### config.mk
export PLATFORM = sky130hd
export DESIGN_NAME = ifp_ctrl
export DESIGN_NICKNAME = d
export VERILOG_FILES = /design/src/ifp_pkg.sv /design/src/ifp_ctrl.sv
export SDC_FILE = /design/constraint.sdc
export NUM_CORES = 1
export LEC_CHECK = 0
export ABC_CLOCK_PERIOD_IN_PS = 900
export CAP_MARGIN = 5
export CORE_ASPECT_RATIO = 1.4
export CORE_MARGIN = 2
export CORE_UTILIZATION = 45
export DETAILED_ROUTE_END_ITERATION = 12
export DONT_BUFFER_PORTS = 1
export SYNTH_ARGS = -nofsm -noshare
export SYNTH_HDL_FRONTEND = slang
export SYNTH_SLANG_ARGS = --single-unit
### constraint.sdc
create_clock -name clock -period 0.9 [get_ports clock]
set_input_delay 0.135 -clock clock [delete_from_list [all_inputs] [get_ports clock]]
set_output_delay 0.135 -clock clock [all_outputs]
set_load 0.05 [all_outputs]
### src/ifp_pkg.sv
// Package for the inverter fault-protection controller.
// Assumes comparator outputs arrive already synchronous to the 125 MHz clock.
package ifp_pkg;
	localparam int unsigned CLOCK_MHZ           = 125;
	// Secondary undervoltage qualification delay, in microseconds.
	localparam int unsigned UV_DELAY_US         = 250;
	localparam int unsigned UV_DELAY_CYCLES     = UV_DELAY_US * CLOCK_MHZ;
	localparam int unsigned UV_COUNT_W          = 16;
	localparam logic        FAULT_LATCH_RESET   = 1'b0;

	typedef enum logic [2:0] {
		IFP_SHUTDOWN = 3'b001,
		IFP_RUN      = 3'b010,
		IFP_FAULTED  = 3'b100
	} ifp_state_t;

	// Comparator inputs.
	typedef struct packed {
		logic primary_overcurrent;
		logic secondary_overvoltage;
		logic secondary_undervoltage;
		logic secondary_overcurrent;
		logic fault_timer_trip;
		logic lamp_feedback_a_low;
		logic lamp_feedback_b_low;
		logic undervoltage_lockout;
	} ifp_sense_t;

	// Gate and analog control requests.
	typedef struct packed {
		logic high_side_enable;
		logic low_side_enable;
		logic comp_discharge;
		logic timer_charge_high;
		logic timer_charge_low;
		logic light_sensor_supply;
	} ifp_drive_t;
endpackage

### src/ifp_ctrl.sv
// Fault-protection and power-state control for a full-bridge lamp inverter.
// Assumes the bridge modulator supplies its high and low side requests and
// the dimming burst level, all synchronous to clock.
`timescale 1ns/1ps
`default_nettype none

module ifp_ctrl
	import ifp_pkg::*;
#(
	parameter int unsigned UV_DELAY = UV_DELAY_CYCLES
) (
	// Clock and reset
	input  wire logic       clock,
	input  wire logic       reset_n,
	// Control
	input  wire logic       inverter_on_bit,
	input  wire logic       dimming_burst,
	input  wire logic       cycle_start,
	input  wire logic       high_side_request,
	input  wire logic       low_side_request,
	// Comparators
	input  wire ifp_sense_t sense,
	// Outputs
	output var  ifp_drive_t drive,
	output logic            fault_latched,
	output logic            enabled
);
	// A zero delay would wrap to the longest count and a long one would not fit.
	if (UV_DELAY < 1 || UV_DELAY >= (1 << UV_COUNT_W)) begin : g_bad_delay
		$error("UV_DELAY out of range for the counter");
	end

	logic rst_meta_reg;
	logic rst_sync_reg;
	always_ff @(posedge clock or negedge reset_n) begin
		if (!reset_n) begin
			rst_meta_reg <= 1'b0;
			rst_sync_reg <= 1'b0;
		end else begin
			rst_meta_reg <= 1'b1;
			rst_sync_reg <= rst_meta_reg;
		end
	end
	wire logic rst_n = rst_sync_reg;

	ifp_state_t            state_reg, state_next;
	logic                  fault_reg, fault_next;
	logic                  blank_reg, blank_next;
	logic [UV_COUNT_W-1:0] uv_count_reg, uv_count_next;
	ifp_drive_t            drive_reg, drive_next;
	logic                  uv_expired;
	logic                  run_now;

	always_comb begin
		state_next    = state_reg;
		fault_next    = fault_reg;
		uv_count_next = uv_count_reg;
		uv_expired    = 1'b0;
		if (state_reg == IFP_RUN && dimming_burst &&
				sense.secondary_undervoltage) begin
			if (uv_count_reg >= UV_COUNT_W'(UV_DELAY - 1))
				uv_expired = 1'b1;
			else
				uv_count_next = uv_count_reg + 1'b1;
		end else begin
			uv_count_next = '0;
		end
		case (state_reg)
			IFP_SHUTDOWN: begin
				fault_next = FAULT_LATCH_RESET;
				if (inverter_on_bit)
					state_next = IFP_RUN;
			end
			IFP_RUN: begin
				if (!inverter_on_bit) begin
					state_next = IFP_SHUTDOWN;
				end else if (sense.fault_timer_trip) begin
					fault_next = 1'b1;
					state_next = IFP_FAULTED;
				end else if (uv_expired) begin
					state_next = IFP_FAULTED;
				end
			end
			IFP_FAULTED: begin
				// Only the on bit leaves this state; a fault never re-arms alone.
				if (!inverter_on_bit) begin
					fault_next = FAULT_LATCH_RESET;
					state_next = IFP_SHUTDOWN;
				end
			end
			default: begin
				state_next = IFP_SHUTDOWN;
				fault_next = FAULT_LATCH_RESET;
			end
		endcase
	end

	assign run_now = (state_reg == IFP_RUN) && (state_next == IFP_RUN);

	always_comb begin
		blank_next = blank_reg;
		// Blanking lasts to the next cycle start so a trip cannot chatter.
		if (cycle_start)
			blank_next = 1'b0;
		if (low_side_request && sense.primary_overcurrent)
			blank_next = 1'b1;
		drive_next = '0;
		if (run_now) begin
			drive_next.high_side_enable = high_side_request && !blank_next &&
				!sense.undervoltage_lockout;
			drive_next.low_side_enable = low_side_request &&
				!sense.undervoltage_lockout;
			drive_next.comp_discharge = sense.secondary_overvoltage ||
				sense.secondary_overcurrent;
			drive_next.timer_charge_high = sense.secondary_overcurrent;
			drive_next.timer_charge_low = sense.lamp_feedback_a_low ||
				sense.lamp_feedback_b_low;
			drive_next.light_sensor_supply = 1'b1;
		end
	end

	always_ff @(posedge clock or negedge rst_n) begin
		if (!rst_n) begin
			state_reg    <= IFP_SHUTDOWN;
			fault_reg    <= FAULT_LATCH_RESET;
			blank_reg    <= 1'b0;
			uv_count_reg <= '0;
			drive_reg    <= '0;
		end else begin
			state_reg    <= state_next;
			fault_reg    <= fault_next;
			blank_reg    <= blank_next;
			uv_count_reg <= uv_count_next;
			drive_reg    <= drive_next;
		end
	end

	assign drive         = drive_reg;
	assign fault_latched = fault_reg;
	assign enabled       = (state_reg == IFP_RUN);

	gate_lockout_a: assert property (@(posedge clock)
		disable iff (!rst_n)
		sense.undervoltage_lockout |=> !drive.high_side_enable &&
		!drive.low_side_enable)
		else $error("gate drive on under lockout");
	oc_blank_a: assert property (@(posedge clock)
		disable iff (!rst_n)
		low_side_request && sense.primary_overcurrent |=>
		!drive.high_side_enable)
		else $error("high side on after overcurrent");
	oc_hold_a: assert property (@(posedge clock)
		disable iff (!rst_n)
		blank_reg && !cycle_start |=> !drive.high_side_enable)
		else $error("high side back before cycle start");
	discharge_or_a: assert property (@(posedge clock)
		disable iff (!rst_n)
		run_now |=> drive.comp_discharge ==
		($past(sense.secondary_overvoltage) ||
		$past(sense.secondary_overcurrent)))
		else $error("discharge enable mismatch");
	sec_current_a: assert property (@(posedge clock)
		disable iff (!rst_n)
		run_now && sense.secondary_overcurrent |=>
		drive.comp_discharge && drive.timer_charge_high)
		else $error("secondary overcurrent response missing");
	uv_expiry_a: assert property (@(posedge clock)
		disable iff (!rst_n)
		state_reg == IFP_RUN && dimming_burst &&
		sense.secondary_undervoltage &&
		uv_count_reg == UV_COUNT_W'(UV_DELAY - 1) |=> !enabled)
		else $error("undervoltage delay did not shut down");
	timer_fault_a: assert property (@(posedge clock)
		disable iff (!rst_n)
		state_reg == IFP_RUN && inverter_on_bit &&
		sense.fault_timer_trip |=> fault_latched && !enabled)
		else $error("timer trip did not latch");
	fault_hold_a: assert property (@(posedge clock)
		disable iff (!rst_n)
		fault_latched && inverter_on_bit |=> fault_latched)
		else $error("fault latch cleared with the on bit set");
	shutdown_drive_a: assert property (@(posedge clock)
		disable iff (!rst_n)
		!inverter_on_bit |=> drive == '0)
		else $error("drive active in shutdown");
	shutdown_clear_a: assert property (@(posedge clock)
		disable iff (!rst_n)
		!inverter_on_bit |=> !fault_latched && !enabled)
		else $error("fault latch held in shutdown");
	// The edge at which reset lifts still loads the reset state, so skip it.
	resume_on_a: assert property (@(posedge clock)
		disable iff (!rst_n)
		rst_n && state_reg == IFP_SHUTDOWN && inverter_on_bit |=> enabled)
		else $error("no resume on enable");
	sensor_supply_a: assert property (@(posedge clock)
		disable iff (!rst_n)
		!enabled |=> !drive.light_sensor_supply)
		else $error("sensor supply on while disabled");
	uv_restart_a: assert property (@(posedge clock)
		disable iff (!rst_n)
		!sense.secondary_undervoltage |=> uv_count_reg == '0)
		else $error("undervoltage count not restarted");
	lamp_low_a: assert property (@(posedge clock)
		disable iff (!rst_n)
		run_now && sense.lamp_feedback_a_low |=> drive.timer_charge_low)
		else $error("low timer charge missing");
	lamp_b_low_a: assert property (@(posedge clock)
		disable iff (!rst_n)
		run_now && sense.lamp_feedback_b_low |=> drive.timer_charge_low)
		else $error("low timer charge missing on second lamp");
endmodule

`default_nettype wire

==> key figures <==
Worst setup path
  – Data required, critical path: 1.07 ns
  – Worst path max stage delay: between 0.4 and 0.5 ns
  – Worst path top cell family by delay: compound AO/OA/AOI/OAI gates
  – RR Startpoint: uv_count_reg[0]
  – WS Path Type: flip-flop to flip-flop
  – Critical path's slowest cell: dfrtp_1
  – Max FO, Critical Path: 4
  – Crit start category: flip-flop
  – Buf/Inv on CP: 1
  – Worst path cell trace: ha_2 > nor4b_4 > o2111ai_2 > buf_6 > a211oi_4 > a31oi_1 > a41o_1
  – R2R cell count: 7
  – Reg2Reg Setup Slack: -0.98 ns
  – Critical Path End Type: flip-flop
  – Worst R2R End: uv_count_reg[12]
  – Crit path DAT: slightly above 2 ns

GRT
  – Largest net degree at the start of global routing: 28
  – Via count of the first global-routing pass: around 1300
  – Initial antenna violation count: 0
  – Global route overflow: 0
  – GRT Total Usage: 22.10%
  – First-pass GRT wire length: 5947 um

Power and ir drop
  – Switch share: between 20% and 30%
  – Power share of the combinational group: between 10% and 20%
  – Pwr/cell area: around 1400 mW/mm^2
  – Switching pwr: ~700 uW
  – Clock power share: between 40% and 50%
  – Final Power: slightly above 3000 uW
  – Largest vdd supply drop: between 1.5 and 2 mV
  – Cell Int Power: 2408 uW
  – Lkg Pwr: ~0.0010 uW
  – Sequential share of power: a little over two fifths

Yosys
  – Synthesized flop and latch total: 29
  – Post-Syn Instances: ~140
  – Distinct cells, synth: 44
  – Most used DFF post-synth: dfrtp_1
  – Synthesized Nets: 156
  – Synth warn: 0
  – Mapped cell area: 0.001435 sq mm
  – Sequential area share after synthesis: 50.65%
  – Async S/R FF share, synth: 100.0%
  – Post-synth EDFFs: 0
  – Avg Cell Area, Syn: 10.40 sq um

Timing
  – Fmax: around 0.53 GHz
  – Max-slew violations: 0
  – Final setup margin: -0.9782 ns
  – Final setup vio count: 34
  – Final min period: 1.878 ns
  – Hold Fails Final Rpt: 0
  – Hold_ws: ~0.0032 ns
  – Final Cycle Share: 208.7%
  – Clock Skews: about 0.0035 ns
  – RSZ-0062 raised after global routing: yes

Worst hold path
  – Critical hold path startpoint: inverter_on_bit
  – Worst hold endpoint: state_reg[2]
  – Hold Crit Depth: 1
  – Hold Crit Class: input pin to flip-flop

Detailed routing
  – Pre-antenna DRT Iters: 5
  – Post-DR wirelength/cell: between 15 and 20 um
  – Via/cell ratio: slightly above 5
  – Initial DRC Count: 20
  – DRC: 0
  – DR vias: 1236
  – DRT antenna net count: 0
  – WL final: 3673 um

Final layout
  – Share of cells above drive strength 1: between 40% and 50%
  – Final Net Count: approximately 220
  – Max reg flops: 16
  – Syn-to-layout area delta: 58.85%
  – Final cell count without fillers: between 200 and 250
  – Fillers: approximately 200
  – N_diodes: 0
  – Cell area after layout: 0.002280 sq mm

Die
  – Placeable Area: ~0.0031 sq mm
  – Top-level port count: 23
  – Die X-Extent: 51.73 um
  – Initial core utilization: between 40% and 50%
  – Die area: about 0.0037 sq mm
  – Die Y-Extent: roughly 71 um
  – Number of core rows: 24

Clock tree
  – Htree depth: 2
  – Clk slew on worst S/H paths: about 0.06 ns
  – Num Clock Sinks: 29
  – Clock latency on the worst-skew pair: 0.29 ns
  – Clock Tree Buf Depth: 2
  – Root Buffer: clkbuf_8
  – CTS tree: yes
  – CTS Buf Count: 5

Place
  – Port Buffers: 0
  – Placed cell areas: a little under 0.002 sq mm
  – Placed Instances: 221
  – GPL Wtd Cong: 0.8484
  – Post-DP HPWL: approximately 2400 um

Run status
  – Outcome: complete, but fails checks
  – Failing checks: setup timing

Job
  – Number of max-cap violations: 0
repair_timing:
action | CTS | global route
setup buffers | 1 | 2
hold buffers | 7 | 0
gates resized for setup | 21 | 11
setup endpoints to repair | 34 | 34
pin swaps | 19 | 13
endpoints found under the hold margin | 7 | 0
worst max-delay path by stage:
stage,startpoint,endpoint,slack (ns),depth (start not counted)
after floorplan,uv_count_reg[0],uv_count_reg[13],-0.95,7
after global placement,uv_count_reg[0],uv_count_reg[12],-0.94,7
after detailed placement,uv_count_reg[0],uv_count_reg[12],-1.01,7
after CTS,uv_count_reg[0],uv_count_reg[13],-0.98,7
after global routing,uv_count_reg[0],uv_count_reg[5],-1.07,8
final,uv_count_reg[0],uv_count_reg[12],-0.98,7
cell usage in the layout, fill, tap and decap left out, types with 2 or more instances in the layout:
cell / n
nor2_1: 19
buf_6: 13
xnor2_2: 2
inv_2: 2
a2111oi_4: 2
dfrtp_1: 27
nor2_2: 3
nand2b_1: 2
dlygate4sd3_1: 7
a21oi_1: 2
buf_4: 33
ha_2: 2
nand3_1: 5
a31oi_1: 2
inv_1: 5
a211oi_2: 2
and3_1: 2
a21oi_2: 3
clkbuf_8: 6
o21ai_0: 2
a211oi_4: 2
xnor2_1: 8
nor2b_4: 2
buf_12: 3
nand2_1: 12
power groups by stage:
stage	clock, uW	combinational, uW	sequential [uW]
after floorplan	0	138	1440
after global placement	0	278	1390
after detailed placement	0	287	1390
after CTS	1430	326	1370
after global routing	1490	367	1370
final	1410	334	1370
cell type report:
cell class,instances,area [sq um],area share [%]
flip-flops and latches,29,728.2,31.94
inverters,7,26.28,1.153
multi-input cells,99,817.0,35.84
clock buffers,6,82.58,3.622
well taps,39,48.80,2.141
clock inverters,2,37.54,1.647
repair buffers,57,539.3,23.66
per-stage QoR:
| stage | worst slack (ns) | setup TNS (ns) | util, % |
|---|---|---|---|
| floorplan | -0.9453 | -19.77 | - |
| global placement | -0.9384 | -19.13 | 62.10 |
| detailed placement | -1.007 | -20.59 | 62.10 |
| CTS | -0.9767 | -21.37 | 71.97 |
| global route | -1.072 | -24.64 | 73.71 |
| finish | -0.9782 | -21.89 | 73.71 |
metal layers:
metal  up-vias  part of all wire [%]  global-route usage (%)
li1        601                     -                       -
met1       604                    38                   24.34
met2        26                    57                   39.17
met3         5                   3.5                   7.173
met4         0                   1.4                   7.310
met5         -                     0                       0
logic make-up (layout without fill, tap and decap cells):
| kind of cell | after synthesis | in the layout | synth area share (%) |
|---|---|---|---|
| muxes | 1 | 1 | 0.6975 |
| xor gates and xnor gates | 10 | 10 | 6.103 |
| AOI/OAI and AO/OA | 25 | 25 | 15.69 |
| other | 1 | 1 | 0.2613 |
| and+or+nand+nor | 59 | 59 | 20.75 |
| buffers and inverters | 10 | 72 | 3.225 |
| adders and majority gates | 3 | 3 | 2.616 |
| DFF | 29 | 29 | 50.65 |
worst register-to-register path, stage by stage, from the launching register on:
cell	delay (ns)
dfrtp_1	0.41
ha_2	0.22
nor4b_4	0.22
o2111ai_2	0.16
buf_6	0.18
a211oi_4	0.24
a31oi_1	0.12
a41o_1	0.22
synthesized netlist by cell type, types with 2 or more instances:
cell type	count	share of area (%)
xnor2_1	10	6.1
a21oi_1	5	1.7
nor2b_1	2	0.87
nand3_1	6	2.1
nor3b_1	2	1.0
inv_1	6	1.6
nand2_1	12	3.1
ha_1	3	2.6
nand2b_1	2	0.87
and3_1	3	1.3
a211oi_2	3	2.6
nor2_1	22	5.8
a31oi_1	2	0.87
dfrtp_1	28	49
a2111oi_2	2	2.1
o21ai_0	2	0.70
Note: power is estimated with default switching activity, not from simulation.
